<file path="config.mk">
export PLATFORM = sky130hd
export DESIGN_NAME = mnd_core
export DESIGN_NICKNAME = d
export VERILOG_FILES = /design/src/mnd_pkg.sv /design/src/mnd_mul.sv /design/src/mnd_acc.sv /design/src/mnd_core.sv
export SDC_FILE = /design/constraint.sdc
export NUM_CORES = 1
export LEC_CHECK = 0
export BUFFER_PORTS_ARGS = -buffer_cell sky130_fd_sc_hd__buf_2
export CAP_MARGIN = 15
export CORE_MARGIN = 2
export CORE_UTILIZATION = 45
export CTS_BUF_LIST = sky130_fd_sc_hd__clkbuf_2
export DETAILED_ROUTE_END_ITERATION = 7
export GPL_TIMING_DRIVEN = 0
export REMOVE_ABC_BUFFERS = 1
export SYNTH_ARGS = -nofsm -noshare
export SYNTH_HDL_FRONTEND = slang
export SYNTH_HIERARCHICAL = 1
export SYNTH_SLANG_ARGS = --single-unit
</file>
<file path="constraint.sdc">
create_clock -name clk_sys_i -period 4.1 [get_ports clk_sys_i]
set_clock_uncertainty 0.15 [all_clocks]
set_input_delay 0.82 -clock clk_sys_i [delete_from_list [all_inputs] [get_ports clk_sys_i]]
set_output_delay 0.82 -clock clk_sys_i [all_outputs]
set_load 0.02 [all_outputs]
</file>
<file path="src/mnd_pkg.sv">
// shared constants and types for the multiply and negate datapath
package mnd_pkg;
    localparam int unsigned WORD_W = 16;
    localparam int unsigned BYTE_W = 8;
    localparam int unsigned LONG_W = 32;
    localparam int unsigned ADDR_W = 8;

    // opcode bytes; the six-bit forms drop the two addressing-mode bits
    localparam logic [7:0] PREFIX_BYTE  = 8'hFE;
    localparam logic [5:0] OPC_MB3_HI   = 6'h17;  // 010111aa
    localparam logic [5:0] OPC_MW2_HI   = 6'h1B;  // 011011aa
    localparam logic [5:0] OPC_MW3_HI   = 6'h13;  // 010011aa
    localparam logic [5:0] OPC_MB2_HI   = 6'h1F;  // 011111aa
    localparam logic [7:0] OPC_NEG_W    = 8'h03;
    localparam logic [7:0] OPC_NEG_B    = 8'h13;
    localparam logic [7:0] OPC_NOP      = 8'hFD;
    localparam int unsigned OPC_HI_LSB  = 2;

    // multiply-accumulate window on the destination address
    localparam logic [ADDR_W-1:0] MAC_ADDR_LIMIT = 8'h10;
    localparam int unsigned MAC_CLR_BIT = 3;

    // write-back sizes
    localparam logic [1:0] SIZE_BYTE = 2'h0;
    localparam logic [1:0] SIZE_WORD = 2'h1;
    localparam logic [1:0] SIZE_LONG = 2'h2;

    localparam logic [LONG_W-1:0] LONG_ZERO = 32'h00000000;
    localparam logic [WORD_W-1:0] WORD_ZERO = 16'h0000;
    localparam logic [WORD_W-1:0] WORD_MIN  = 16'h8000;
    localparam logic [BYTE_W-1:0] BYTE_ZERO = 8'h00;
    localparam logic [BYTE_W-1:0] BYTE_MIN  = 8'h80;

    // decoded operation class
    typedef enum logic [3:0] {
        OP_NONE  = 4'b0000,
        OP_SMB3  = 4'b0001,
        OP_UMW2  = 4'b0010,
        OP_UMW3  = 4'b0011,
        OP_UMB2  = 4'b0100,
        OP_UMB3  = 4'b0101,
        OP_NEGW  = 4'b0110,
        OP_BYTE_NEGATE  = 4'b0111,
        OP_NOP   = 4'b1000,
        OP_UNSUP = 4'b1001
    } mnd_op_t;
endpackage : mnd_pkg

</file>
<file path="src/mnd_mul.sv">
// shared 16x16 multiplier, bytes signed or unsigned, words always unsigned
`timescale 1ns/1ps
module mnd_mul (
    input  wire logic [mnd_pkg::WORD_W-1:0] a_i,
    input  wire logic [mnd_pkg::WORD_W-1:0] b_i,
    input  wire logic                       byte_i,
    input  wire logic                       signed_i,
    output logic      [mnd_pkg::LONG_W-1:0] prod_o
);
    import mnd_pkg::*;

    logic [WORD_W-1:0] a_ext;
    logic [WORD_W-1:0] b_ext;
    logic [LONG_W-1:0] full;

    // byte operands are widened first; low half of the product is exact for both signs
    always_comb begin
        a_ext = a_i;
        b_ext = b_i;
        if (byte_i) begin
            a_ext = {{BYTE_W{signed_i & a_i[BYTE_W-1]}}, a_i[BYTE_W-1:0]};
            b_ext = {{BYTE_W{signed_i & b_i[BYTE_W-1]}}, b_i[BYTE_W-1:0]};
        end
        full   = {WORD_ZERO, a_ext} * {WORD_ZERO, b_ext};
        prod_o = byte_i ? {WORD_ZERO, full[WORD_W-1:0]} : full;
    end
endmodule : mnd_mul

</file>
<file path="src/mnd_acc.sv">
// multiply-accumulate register with clear-before-add
`timescale 1ns/1ps
module mnd_acc (
    input  wire logic                       clk_sys_i,
    input  wire logic                       rst_n_i,
    input  wire logic                       add_i,
    input  wire logic                       clr_i,
    input  wire logic [mnd_pkg::LONG_W-1:0] prod_i,
    output logic      [mnd_pkg::LONG_W-1:0] acc_o
);
    import mnd_pkg::*;

    logic [LONG_W-1:0] acc_r;
    logic [LONG_W-1:0] acc_nxt;

    // clear only matters together with an add; the sum wraps at 32 bits
    always_comb begin
        acc_nxt = acc_r;
        if (add_i) begin
            acc_nxt = (clr_i ? LONG_ZERO : acc_r) + prod_i;
        end
    end

    always_ff @(posedge clk_sys_i or negedge rst_n_i) begin
        if (!rst_n_i) begin
            acc_r <= LONG_ZERO;
        end else begin
            acc_r <= acc_nxt;
        end
    end

    assign acc_o = acc_r;
endmodule : mnd_acc

</file>
<file path="src/mnd_core.sv">
// multiply / negate / no-op execution datapath with opcode decode
//
// Notes on behaviour
// - signed byte multiply gives 16-bit word product
// - prefix FE then 010111aa decodes signed byte
// - two-operand word multiply, unsigned, 32-bit result
// - unprefixed 011011aa decodes two-operand word multiply
// - three-operand word multiply, unsigned, 32-bit result
// - unprefixed 010011aa decodes three-operand word multiply
// - low destination adds product into accumulator
// - destination bit 3 clears accumulator first
// - sticky flag free after unsigned multiplies
// - 011111aa is two-operand unsigned byte multiply
// - unprefixed 010111aa is three-operand unsigned byte
// - 00000011 negates a word register
// - 00010011 negates a byte register
// - FD is no-op, nothing changes
`timescale 1ns/1ps
module mnd_core (
    input  wire logic                       clk_sys_i,
    input  wire logic                       rst_n_i,
    input  wire logic                       mac_present_i,
    input  wire logic                       issue_i,
    input  wire logic                       prefix_i,
    input  wire logic [7:0]                 opcode_i,
    input  wire logic [mnd_pkg::WORD_W-1:0] opa_i,
    input  wire logic [mnd_pkg::WORD_W-1:0] opb_i,
    input  wire logic [mnd_pkg::ADDR_W-1:0] dest_addr_i,
    input  wire logic                       vt_i,
    input  wire logic                       st_i,
    output logic                            done_o,
    output logic                            wb_valid_o,
    output logic      [mnd_pkg::ADDR_W-1:0] wb_addr_o,
    output logic      [mnd_pkg::LONG_W-1:0] wb_data_o,
    output logic      [1:0]                 wb_size_o,
    output logic                            flag_we_o,
    output logic                            flag_z_o,
    output logic                            flag_n_o,
    output logic                            flag_c_o,
    output logic                            flag_v_o,
    output logic                            flag_vt_o,
    output logic                            flag_st_o,
    output logic                            acc_upd_o,
    output logic      [mnd_pkg::LONG_W-1:0] acc_o,
    output logic                            nop_o,
    output logic                            unsup_o
);
    import mnd_pkg::*;

    // decode
    mnd_op_t     op;
    logic [5:0]  opc_hi;

    // for the multiplies the two low opcode bits only pick the addressing mode; negate and no-op decode all eight bits
    assign opc_hi = opcode_i[7:OPC_HI_LSB];

    // the prefix turns unsigned forms into signed ones; only the signed
    // byte three-operand form lives here, other prefixed forms are refused
    always_comb begin
        op = OP_NONE;
        if (issue_i) begin
            op = OP_UNSUP;
            if (prefix_i) begin
                if (opc_hi == OPC_MB3_HI) begin
                    op = OP_SMB3;
                end
            end else begin
                case (opc_hi)
                    OPC_MW2_HI: op = OP_UMW2;
                    OPC_MW3_HI: op = OP_UMW3;
                    OPC_MB2_HI: op = OP_UMB2;
                    OPC_MB3_HI: op = OP_UMB3;
                    default: begin
                        case (opcode_i)
                            OPC_NEG_W: op = OP_NEGW;
                            OPC_NEG_B: op = OP_BYTE_NEGATE;
                            OPC_NOP:   op = OP_NOP;
                            default:   op = OP_UNSUP;
                        endcase
                    end
                endcase
            end
        end
    end

    // multiplier operand steering
    logic              mul_byte;
    logic              mul_signed;
    logic [LONG_W-1:0] prod;

    // two-operand forms carry the old destination value on opb
    always_comb begin
        mul_byte   = 1'b0;
        mul_signed = 1'b0;
        case (op)
            OP_SMB3: begin
                mul_byte   = 1'b1;
                mul_signed = 1'b1;
            end
            OP_UMB2,
            OP_UMB3: begin
                mul_byte   = 1'b1;
            end
            default: begin
                mul_byte   = 1'b0;
            end
        endcase
    end

    // one shared multiplier serves every multiply form; only the steering differs
    mnd_mul u_mul (
        .a_i      (opa_i),
        .b_i      (opb_i),
        .byte_i   (mul_byte),
        .signed_i (mul_signed),
        .prod_o   (prod)
    );

    // multiply-accumulate
    logic mac_hit;
    logic mac_clr;

    // without the accumulator the low addresses are plain registers
    assign mac_hit = mac_present_i && (op == OP_UMW3)
                     && (dest_addr_i < MAC_ADDR_LIMIT);
    assign mac_clr = dest_addr_i[MAC_CLR_BIT];

    // the clear bit is ignored by the accumulator unless a hit is decoded
    mnd_acc u_acc (
        .clk_sys_i (clk_sys_i),
        .rst_n_i   (rst_n_i),
        .add_i     (mac_hit),
        .clr_i     (mac_clr),
        .prod_i    (prod),
        .acc_o     (acc_o)
    );

    // negate and its flags
    logic [WORD_W-1:0] neg_w;
    logic [BYTE_W-1:0] neg_b;

    // both widths are always formed; the decode picks which one is stored
    assign neg_w = WORD_ZERO - opb_i;
    assign neg_b = BYTE_ZERO - opb_i[BYTE_W-1:0];

    // result registers
    logic              done_r,  done_nxt;
    logic              wbv_r,   wbv_nxt;
    logic [ADDR_W-1:0] wba_r,   wba_nxt;
    logic [LONG_W-1:0] wbd_r,   wbd_nxt;
    logic [1:0]        wbs_r,   wbs_nxt;
    logic              fwe_r,   fwe_nxt;
    logic              fz_r,    fz_nxt;
    logic              fn_r,    fn_nxt;
    logic              fc_r,    fc_nxt;
    logic              fv_r,    fv_nxt;
    logic              fvt_r,   fvt_nxt;
    logic              fst_r,   fst_nxt;
    logic              accu_r,  accu_nxt;
    logic              nop_r,   nop_nxt;
    logic              uns_r,   uns_nxt;

    // one result per issue, presented for one cycle after the issue edge;
    // the data holds its value between results so a late reader still sees it
    always_comb begin
        done_nxt = (op != OP_NONE);
        wbv_nxt  = 1'b0;
        wba_nxt  = wba_r;
        wbd_nxt  = wbd_r;
        wbs_nxt  = wbs_r;
        fwe_nxt  = 1'b0;
        fz_nxt   = fz_r;
        fn_nxt   = fn_r;
        fc_nxt   = fc_r;
        fv_nxt   = fv_r;
        fvt_nxt  = fvt_r;
        fst_nxt  = fst_r;
        accu_nxt = 1'b0;
        nop_nxt  = 1'b0;
        uns_nxt  = 1'b0;
        case (op)
            OP_SMB3,
            OP_UMB2,
            OP_UMB3: begin
                // byte products land in a word, flags untouched
                wbv_nxt = 1'b1;
                wba_nxt = dest_addr_i;
                wbd_nxt = {WORD_ZERO, prod[WORD_W-1:0]};
                wbs_nxt = SIZE_WORD;
            end
            OP_UMW2: begin
                wbv_nxt = 1'b1;
                wba_nxt = dest_addr_i;
                wbd_nxt = prod;
                wbs_nxt = SIZE_LONG;
            end
            OP_UMW3: begin
                // an accumulate replaces the normal store
                wbv_nxt  = !mac_hit;
                accu_nxt = mac_hit;
                wba_nxt  = dest_addr_i;
                wbd_nxt  = prod;
                wbs_nxt  = SIZE_LONG;
            end
            OP_NEGW: begin
                wbv_nxt = 1'b1;
                wba_nxt = dest_addr_i;
                wbd_nxt = {WORD_ZERO, neg_w};
                wbs_nxt = SIZE_WORD;
                fwe_nxt = 1'b1;
                fz_nxt  = (neg_w == WORD_ZERO);
                fn_nxt  = neg_w[WORD_W-1];
                fc_nxt  = (opb_i == WORD_ZERO);  // no borrow out
                fv_nxt  = (opb_i == WORD_MIN);
                fvt_nxt = vt_i | (opb_i == WORD_MIN);
                fst_nxt = st_i;
            end
            OP_BYTE_NEGATE: begin
                wbv_nxt = 1'b1;
                wba_nxt = dest_addr_i;
                wbd_nxt = {WORD_ZERO, BYTE_ZERO, neg_b};
                wbs_nxt = SIZE_BYTE;
                fwe_nxt = 1'b1;
                fz_nxt  = (neg_b == BYTE_ZERO);
                fn_nxt  = neg_b[BYTE_W-1];
                fc_nxt  = (opb_i[BYTE_W-1:0] == BYTE_ZERO);
                fv_nxt  = (opb_i[BYTE_W-1:0] == BYTE_MIN);
                fvt_nxt = vt_i | (opb_i[BYTE_W-1:0] == BYTE_MIN);
                fst_nxt = st_i;
            end
            OP_NOP: begin
                nop_nxt = 1'b1;
            end
            OP_UNSUP: begin
                uns_nxt = 1'b1;
            end
            default: begin
                done_nxt = 1'b0;
            end
        endcase
        // sticky flag is never written by a multiply, which is allowed
        // since its value after one is left open
        if (op == OP_UMW2 || op == OP_UMW3 || op == OP_UMB2 || op == OP_UMB3) begin
            fst_nxt = fst_r;
        end
    end

    // plain register stage; reset leaves every pulse low and the flags clear
    always_ff @(posedge clk_sys_i or negedge rst_n_i) begin
        if (!rst_n_i) begin
            done_r <= 1'b0;
            wbv_r  <= 1'b0;
            wba_r  <= '0;
            wbd_r  <= LONG_ZERO;
            wbs_r  <= SIZE_BYTE;
            fwe_r  <= 1'b0;
            fz_r   <= 1'b0;
            fn_r   <= 1'b0;
            fc_r   <= 1'b0;
            fv_r   <= 1'b0;
            fvt_r  <= 1'b0;
            fst_r  <= 1'b0;
            accu_r <= 1'b0;
            nop_r  <= 1'b0;
            uns_r  <= 1'b0;
        end else begin
            done_r <= done_nxt;
            wbv_r  <= wbv_nxt;
            wba_r  <= wba_nxt;
            wbd_r  <= wbd_nxt;
            wbs_r  <= wbs_nxt;
            fwe_r  <= fwe_nxt;
            fz_r   <= fz_nxt;
            fn_r   <= fn_nxt;
            fc_r   <= fc_nxt;
            fv_r   <= fv_nxt;
            fvt_r  <= fvt_nxt;
            fst_r  <= fst_nxt;
            accu_r <= accu_nxt;
            nop_r  <= nop_nxt;
            uns_r  <= uns_nxt;
        end
    end

    // outputs straight from the result registers
    assign done_o     = done_r;
    assign wb_valid_o = wbv_r;
    assign wb_addr_o  = wba_r;
    assign wb_data_o  = wbd_r;
    assign wb_size_o  = wbs_r;
    assign flag_we_o  = fwe_r;
    assign flag_z_o   = fz_r;
    assign flag_n_o   = fn_r;
    assign flag_c_o   = fc_r;
    assign flag_v_o   = fv_r;
    assign flag_vt_o  = fvt_r;
    assign flag_st_o  = fst_r;
    assign acc_upd_o  = accu_r;
    assign nop_o      = nop_r;
    assign unsup_o    = uns_r;
endmodule : mnd_core

</file>
==> metrics, run 1 <==
CTS tree done; post-synthesis sequential area ratio 0.145; Post-synth ARST share 1.00; CP startpoint opcode_i[7]; Yosys reg bits 86; failing checks negative setup slack; Ports 141; mapped cell area 14800 um2; fin crit period 8.53 ns; final hold violations 0; clock tree sinks 86; terminus of the critical flop-to-flop path u_acc/acc_o[29]; Num CTS Buffers 9; largest net degree at the start of global routing 59; HPWL Detailed 31900 um; Yosys top cell by area fa_1; Critical Path End Type register; final non-filler cell total 2397; Setup crit start kind primary input; first-pass GRT wire length 72800 um; routed len/inst 20.0 um; reg-to-reg slack, setup 0.73 ns; CTS root buf clkbuf_2; hold path startpoint st_i; Starting DRT DRC Count 808; clk buf depth 2; Vias/cell 5.63; Area contributors post-synth fa_1 26%, dfrtp_1 15%, ha_1 11%; crit path DAT 8.92 ns; Synth Warn # 6; worst endpoint required time 4.48 ns; clk slew on worst S/H paths 0.29 ns; Vias 13503; placeable core area 32500 um2; GRT Total Usage 0.270; Synth-to-Final Area Change 34.8%; chip height 185 um; Gate Count Post-Synth 1684; status complete, but fails checks; Max Clk Rate 117 MHz; synth unique cells 83; final setup vio count 50; count of maximum capacitance violations 0; period utilization 2.08; htree depth 3; layout cells sized above 1 0.346; initial antenna violation count 6; Fill cells 2665; placed cells 2200; Fin Setup TNS -151.07 ns; Die Span X 185 um; critical path's largest stage delay 0.55 ns; worst hold endpoint flag_st_o; worst setup margin -4.43 ns; DRC Markers 0; Post-Route WL 47900 um; cell area after placement 16000 um2; worst hold path depth 3; Initial Util 0.457; Rows 66; Port Buf Inserts 140; top cell type's share of synthesized area 0.263; min-delay worst type in2reg; Synth Flop Type dfrtp_1; Pins Over Slew Limit 0; RSZ-0062 raised after global routing true; Slowest cell on crit path fa_1; Post-synth EDFFs 0; Setup CP Type in2reg; Worst-Margin Slew 0.973 ns; Mapped Avg Cell Area 8.80 um2; Final Instance Area 20000 um2; most frequent CP cell fa_1; worst r2r src u_acc/acc_o[1]; R2R depth 10; number of global-route vias before repair 13655; TritonRoute pass-1 iters 5; crit-path max FO 7; final net count 2330; normalized max-slew margin 0.349; total grt overflow 0; clock latency on the worst-skew pair 0.63 ns; RD Place Congestion 0.860; Antenna Nets Post-Route 0; area of the die 34400 um2
[cell type report]
type,count,area (um2),share of cell area
Sequential cell,86,2150,0.108
Antenna cell,6,15.0,0.000751
Clock buffer,9,45.0,0.00225
Inverter,242,908,0.0455
Clock inverter,7,71.3,0.00357
Tap cell,442,553,0.0277
Timing Repair Buffer,328,2880,0.144
Multi-Input combinational cell,1277,13400,0.669
[cell usage after synthesis (all sizes together) (8+ instances only)]
library cell  number
o21ai             58
nand4             13
dfrtp             86
o211ai            15
nand3             31
a21o              28
nand3b            10
and2             107
and4               8
nor2b             39
nand2            222
buf               14
and3              13
a21oi             76
nor4              12
nor3              23
clkbuf            66
xnor2             34
xor2              20
inv              242
ha               136
fa               195
a22o              17
nor2              47
mux2              43
a31oi             13
or3               10
[placed cells by master, fill, tap and decap left out, types with 8 or more instances in the layout]
master,n
nand4_1,13
buf_16,8
o21ai_4,17
nor2_1,39
o211ai_1,14
fa_1,182
and2_1,96
clkbuf_2,9
xnor2_1,26
and2_4,11
a21o_1,28
xor2_1,16
fa_2,13
o21ai_1,12
a21oi_2,20
ha_4,46
nand2_2,21
buf_12,13
ha_1,82
a21oi_1,41
o21ai_2,14
nand3b_1,10
o21ai_0,16
buf_2,121
nor3_1,16
ha_2,8
buf_4,110
nand2_1,199
a21oi_4,15
mux2_2,27
inv_1,215
a22o_1,17
buf_6,63
dfrtp_1,86
nand3_1,22
nor2b_1,38
nor4_1,10
mux2_4,16
inv_2,27
or3_1,8
[through the flow]
step	hold slack (ns)	worst slack, ns	utilization
after floorplan	0.374	-6.52	-
after global placement	0.310	-9.33	0.485
after CTS	0.170	-4.14	0.584
after global routing	0.182	-4.66	0.616
final	0.202	-4.43	0.616
after detailed placement	0.314	-6.45	0.492
[layer usage]
metal	GRT usage	routed length, um	vias to the layer above	share of wire
met2	0.442	23000	484	0.48
li1	-	-	6092	-
met4	0.0851	1300	4	0.027
met1	0.370	20800	6830	0.43
met5	0	24	-	0.00050
met3	0.0366	2800	93	0.058
[registers in the layout, summed over array words and instances, names as in the netlist]
| signal | cells |
|---|---|
| wb_addr_o | 8 |
| unsup_o | 1 |
| flag_c_o | 1 |
| acc_upd_o | 1 |
| wb_size_o | 2 |
| wb_data_o | 32 |
| wb_valid_o | 1 |
| flag_n_o | 1 |
| nop_o | 1 |
| u_acc/acc_o | 32 |
| flag_st_o | 1 |
| flag_v_o | 1 |
| flag_z_o | 1 |
| flag_we_o | 1 |
| done_o | 1 |
| flag_vt_o | 1 |
[cells by family (layout without fill, tap and decap cells)]
kind of cell,after synthesis,in the layout,share of synthesized area
simple gates,567,567,0.197
fa+ha+maj,331,331,0.378
buf+inv,322,586,0.0848
compound gates,276,277,0.127
flops,86,86,0.145
xor+xnor,54,54,0.0319
mux,48,48,0.0360
other cells,0,6,0
[how the worst max path moves through the flow]
stage | to | cells past startpoint | slack (ns)
global route | u_acc/acc_o[29] | 33 | -4.66
CTS | u_acc/acc_o[31] | 34 | -4.14
global placement | u_acc/acc_o[29] | 32 | -9.33
detailed placement | u_acc/acc_o[29] | 32 | -6.45
finish | u_acc/acc_o[29] | 33 | -4.43
floorplan | u_acc/acc_o[29] | 31 | -6.52
[what timing repair did]
action	in CTS	in global routing
setup buffers	116	54
pin swaps	139	74
cloned	3	3
setup endpoints to repair	53	52
endpoints found under the hold margin	28	0
hold buffers	1	0
resized for setup	393	125
[worst max-delay path, delay by kind of cell]
kind            cells  cell delay [ns]
fa+ha+maj           8             3.65
simple gates       10             1.96
compound gates      9             1.72
buf+inv             5             0.38
mux                 1             0.36
Power of run 1 is not shown: default switching activity piles up to over one toggle a cycle in this logic, so the estimate is an artifact.
==> run 2: changes to the inputs <==
--- a/config.mk
+++ b/config.mk
@@ -6,12 +6,12 @@
 export NUM_CORES = 1
 export LEC_CHECK = 0
 export BUFFER_PORTS_ARGS = -buffer_cell sky130_fd_sc_hd__buf_2
-export CAP_MARGIN = 15
 export CORE_MARGIN = 2
 export CORE_UTILIZATION = 45
-export CTS_BUF_LIST = sky130_fd_sc_hd__clkbuf_2
+export CTS_BUF_LIST = sky130_fd_sc_hd__clkbuf_4
 export DETAILED_ROUTE_END_ITERATION = 7
 export GPL_TIMING_DRIVEN = 0
+export RECOVER_POWER = 100
 export REMOVE_ABC_BUFFERS = 1
 export SYNTH_ARGS = -nofsm -noshare
 export SYNTH_HDL_FRONTEND = slang
==> run 2 against run 1 <==
The run ends with max-capacitance violations, max-slew violations, negative setup slack left. Critical path depth increased by 2. Cell count increased by 0.25%. Sequential share of layout area decreased by 0.068 points. Via count increased by 1.3%. Core utilization increased by 0.39 points. Sequential cell count unchanged. Die area unchanged. First-iteration DRC count increased by 8.3%. Count of clock-buffer cells in the layout unchanged. Fmax decreased by 1.9%. Non-clock buffer count increased by 4. Critical endpoint is now u_acc/acc_o[26]. Largest cell class unchanged.
==> metrics, run 2 (synthesis results as in run 1) <==
worst endpoint required time 4.33 ns; Initial Util 0.457; Worst path top cell family by delay adder cells; reg-to-reg slack, setup 0.74 ns; area of the die 34400 um2; Num CTS Buffers 9; RD Place Congestion 0.860; placeable core area 32500 um2; final setup vio count 53; crit path DAT 8.93 ns; failing checks max-capacitance violations, max-slew violations, negative setup slack; Levels on crit path 35; Antenna Nets Post-Route 0; htree depth 3; clk buf depth 2; Multi-input gate area 13600 um2; most frequent CP cell fa_1; Starting DRT DRC Count 875; fin crit period 8.70 ns; Vias 13676; Storage cell area 2150 um2; clk slew on worst S/H paths 0.16 ns; number of global-route vias before repair 13487; DRC Markers 0; HPWL Detailed 31900 um; critical path's largest stage delay 0.61 ns; Ports 141; final non-filler cell total 2403; clock tree sinks 86; Synth-to-Final Area Change 35.7%; Setup crit start kind primary input; Port Buf Inserts 140; R2R depth 10; pre-CTS setup slack -6.48 ns; period utilization 2.12; CP startpoint opcode_i[7]; crit-path max FO 8; hold path startpoint st_i; CTS root buf clkbuf_4; min-delay worst type in2reg; Rows 66; WHS 0.338 ns; Setup crit end u_acc/acc_o[26]; chip height 185 um; Critical Path End Type register; Post-Route WL 48900 um; TritonRoute pass-1 iters 8; Max Clk Rate 115 MHz; largest net degree at the start of global routing 59; layout cells sized above 1 0.317; CTS tree done; Vias/cell 5.69; count of maximum capacitance violations 1; final net count 2336; initial antenna violation count 7; total grt overflow 0; routed len/inst 20.3 um; GRT Total Usage 0.267; clock latency on the worst-skew pair 0.51 ns; normalized max-slew margin -0.0521; Pins Over Slew Limit 30; Worst-Margin Slew 1.58 ns; status complete, but fails checks; first-pass GRT wire length 71800 um; most common cell after layout, fill and taps aside inv_1; worst setup margin -4.60 ns; RSZ-0062 raised after global routing true; placed cells 2199; most frequent cells in the layout 213 x inv_1, 194 x nand2_1, 175 x fa_1; final hold violations 0; Finished Core Util 0.620; worst r2r src u_acc/acc_o[1]; Slowest cell on crit path fa_1; Setup CP Type in2reg; terminus of the critical flop-to-flop path u_acc/acc_o[31]; Fill cells 2651; Buf/Inv on CP 8; Die Span X 185 um; hold buffers post-CTS 0
run 2: cell count changes in the layout (fill, tap and decap cells not counted), moves of 7 or more:
cell      delta
clkbuf_1    +88
fa_1         -7
fa_2         +7
clkbuf_4    +10
buf_2       -86
clkbuf_2     -8
run 2: metrics by stage:
step	TNS, ns	area [um2]
after floorplan	-242.75	14500
after global placement	-380.13	15700
after detailed placement	-238.94	16000
after CTS	-146.81	18400
after global routing	-167.05	20100
final	-158.90	20100
run 2: how the worst min path moves through the flow:
stage / to / slack (ns) / cells past startpoint
2_1_floorplan: acc_upd_o / 0.37 / 0
3_3_place_gp: wb_data_o[0] / 0.31 / 2
3_5_place_dp: wb_data_o[7] / 0.31 / 1
4_1_cts: flag_we_o / 0.08 / 1
5_1_grt: flag_st_o / 0.34 / 3
6_report: flag_st_o / 0.34 / 3
run 2: routing by layer:
metal  vias to the layer above  GRT usage  part of all wire
li1                       6100          -                 -
met1                      6899      0.358              0.42
met2                       555      0.438              0.47
met3                       118     0.0505             0.068
met4                         4     0.0829             0.035
met5                         -          0           0.00049
run 2: worst reg2reg max path: stages (launching register included):
cell	delay, ns
dfrtp_1	0.43
nor2b_1	0.17
ha_1	0.34
a211oi_1	0.42
o31ai_4	0.14
a221o_2	0.50
a211oi_4	0.34
nor4b_2	0.11
o31a_1	0.36
o32ai_2	0.22
nor2_1	0.06
run 2: area by class of cell:
| class | count | share of cell area |
|---|---|---|
| Multi-Input combinational cell | 1279 | 0.677 |
| Timing Repair Buffer | 332 | 0.137 |
| Sequential cell | 86 | 0.107 |
| Inverter | 242 | 0.0452 |
| Tap cell | 442 | 0.0275 |
| Clock buffer | 9 | 0.00336 |
| Clock inverter | 7 | 0.00236 |
| Antenna cell | 6 | 0.000747 |
run 2: timing repair:
item                       in CTS  in global routing
pin swaps                      93                146
setup endpoints to repair      54                 53
cloned                          4                  5
resized for setup             306                266
buffers inserted               95                 80
Power of run 2 is left out for the same reason.
==> run 3: changes to the inputs <==
--- a/config.mk
+++ b/config.mk
@@ -17,3 +17,4 @@
 export SYNTH_HDL_FRONTEND = slang
 export SYNTH_HIERARCHICAL = 1
 export SYNTH_SLANG_ARGS = --single-unit
+export TNS_END_PERCENT = 10
==> run 3 against run 2 <==
The flow still finishes with violations (max-capacitance violations, max-slew violations, negative setup slack). Register-to-register slack better by 0.06 ns. Non-clock buffer count down 79. Count of clock-buffer cells in the layout unchanged. Die area unchanged. Cell count down 3.4%. Sequential cell count unchanged. Critical endpoint is now u_acc/acc_o[27]. Setup slack worse by 0.14 ns. First-iteration DRC count down 0.80%. Design area down 9.1%. Wire length down 9.9%. Highest routed layer unchanged.
==> metrics, run 3 (synthesis results as in run 1) <==
status complete, but fails checks; failing checks max-capacitance violations, max-slew violations, negative setup slack; number of global-route vias before repair 13133; CTS tree done; routed len/inst 19.0 um; count of maximum capacitance violations 1; DRC Markers 0; crit path DAT 9.06 ns; Finished Core Util 0.564; routed wl met2 20700 um; final setup vio count 53; reg-to-reg slack, setup 0.80 ns; layout cells sized above 1 0.232; Setup CP Type in2reg; first-pass GRT wire length 69700 um; hold buffers post-CTS 0; total grt overflow 0; Ports 141; Post-Route WL 44100 um; htree depth 3; Vias/cell 5.56; Vias 12903; most common cell after layout, fill and taps aside inv_1; HPWL Detailed 31900 um; worst setup margin -4.73 ns; crit-path max FO 6; final net count 2257; fin crit period 8.83 ns; clock tree sinks 86; clock latency on the worst-skew pair 0.50 ns; Fin Setup TNS -156.00 ns; min-delay worst type in2reg; Critical Path End Type register; critical path's largest stage delay 0.58 ns; Antenna Nets Post-Route 0; Synth-to-Final Area Change 23.4%; pre-CTS setup slack -6.48 ns; clk slew on worst S/H paths 0.16 ns; most frequent CP cell fa_1; metal3 WL 2640 um; Pins Over Slew Limit 30; Max Clk Rate 113 MHz; max layer used met5; chip height 185 um; Worst-Margin Slew 1.59 ns; area of the die 34400 um2; worst endpoint required time 4.33 ns; Num CTS Buffers 9; initial antenna violation count 6; TritonRoute pass-1 iters 5; most frequent cells in the layout 228 x inv_1, 205 x nand2_1, 180 x fa_1; period utilization 2.15; CTS root buf clkbuf_4; normalized max-slew margin -0.0581; DRT met1 WL 19700 um; GRT Total Usage 0.258; largest net degree at the start of global routing 59; Initial Util 0.457; RD Place Congestion 0.860; placeable core area 32500 um2; clk buf depth 2; Rows 66; Die Span X 185 um; final hold violations 0; Slowest cell on crit path fa_1; Port Buf Inserts 140; Setup crit start kind primary input; RSZ-0062 raised after global routing true; Starting DRT DRC Count 868; WHS 0.343 ns
[run 3: cell count changes in the layout (fill, tap and decap cells not counted), sizes merged]
| cell | change |
|---|---|
| buf | -76 |
| clkbuf | -3 |
| diode | -2 |
[run 3: critical path, delay by kind of cell]
family | cells | cell delay [ns]
compound gates | 9 | 1.85
xor+xnor | 1 | 0.09
fa+ha+maj | 8 | 3.31
buf+inv | 9 | 1.04
mux | 1 | 0.26
simple gates | 9 | 1.67
[run 3: per-layer routing]
layer	up-vias	GRT usage
met1	6484	0.351
met5	-	0
met2	405	0.423
met4	4	0.0695
met3	61	0.0468
li1	5949	-
[run 3: cell type report]
cell class	count	area (um2)
Clock buffer	9	67.6
Inverter	242	908
Multi-Input combinational cell	1279	12700
Clock inverter	7	47.5
Sequential cell	86	2150
Tap cell	442	553
Fill cell	2987	14200
Timing Repair Buffer	253	1820
Antenna cell	4	10.0
[run 3: path summary, 6_finish.rpt]
check                                    start              end  cells past startpoint
worst min-delay path                      st_i        flag_st_o                      3
worst min register to register    wb_data_o[0]     wb_data_o[0]                      2
max in group asynchronous              rst_n_i  u_acc/acc_o[29]                      2
worst max register to register  u_acc/acc_o[1]  u_acc/acc_o[27]                     11
min in group asynchronous              rst_n_i        flag_we_o                      1
worst max-delay path               opcode_i[7]  u_acc/acc_o[27]                     37
[run 3: stage by stage]
step	instance area, um2	std cells
6_report	18300	2322
5_1_grt	18300	2322
4_1_cts	17800	2281
3_5_place_dp	16000	2199
3_3_place_gp	15700	2186
2_1_floorplan	14500	1604
[run 3: what timing repair did]
item,4_1_cts,5_1_grt
gates resized for setup,235,89
setup buffers,63,36
pin swaps,64,58
cloned,3,2
endpoints found under the setup margin,54,53
Power of run 3 is left out for the same reason.
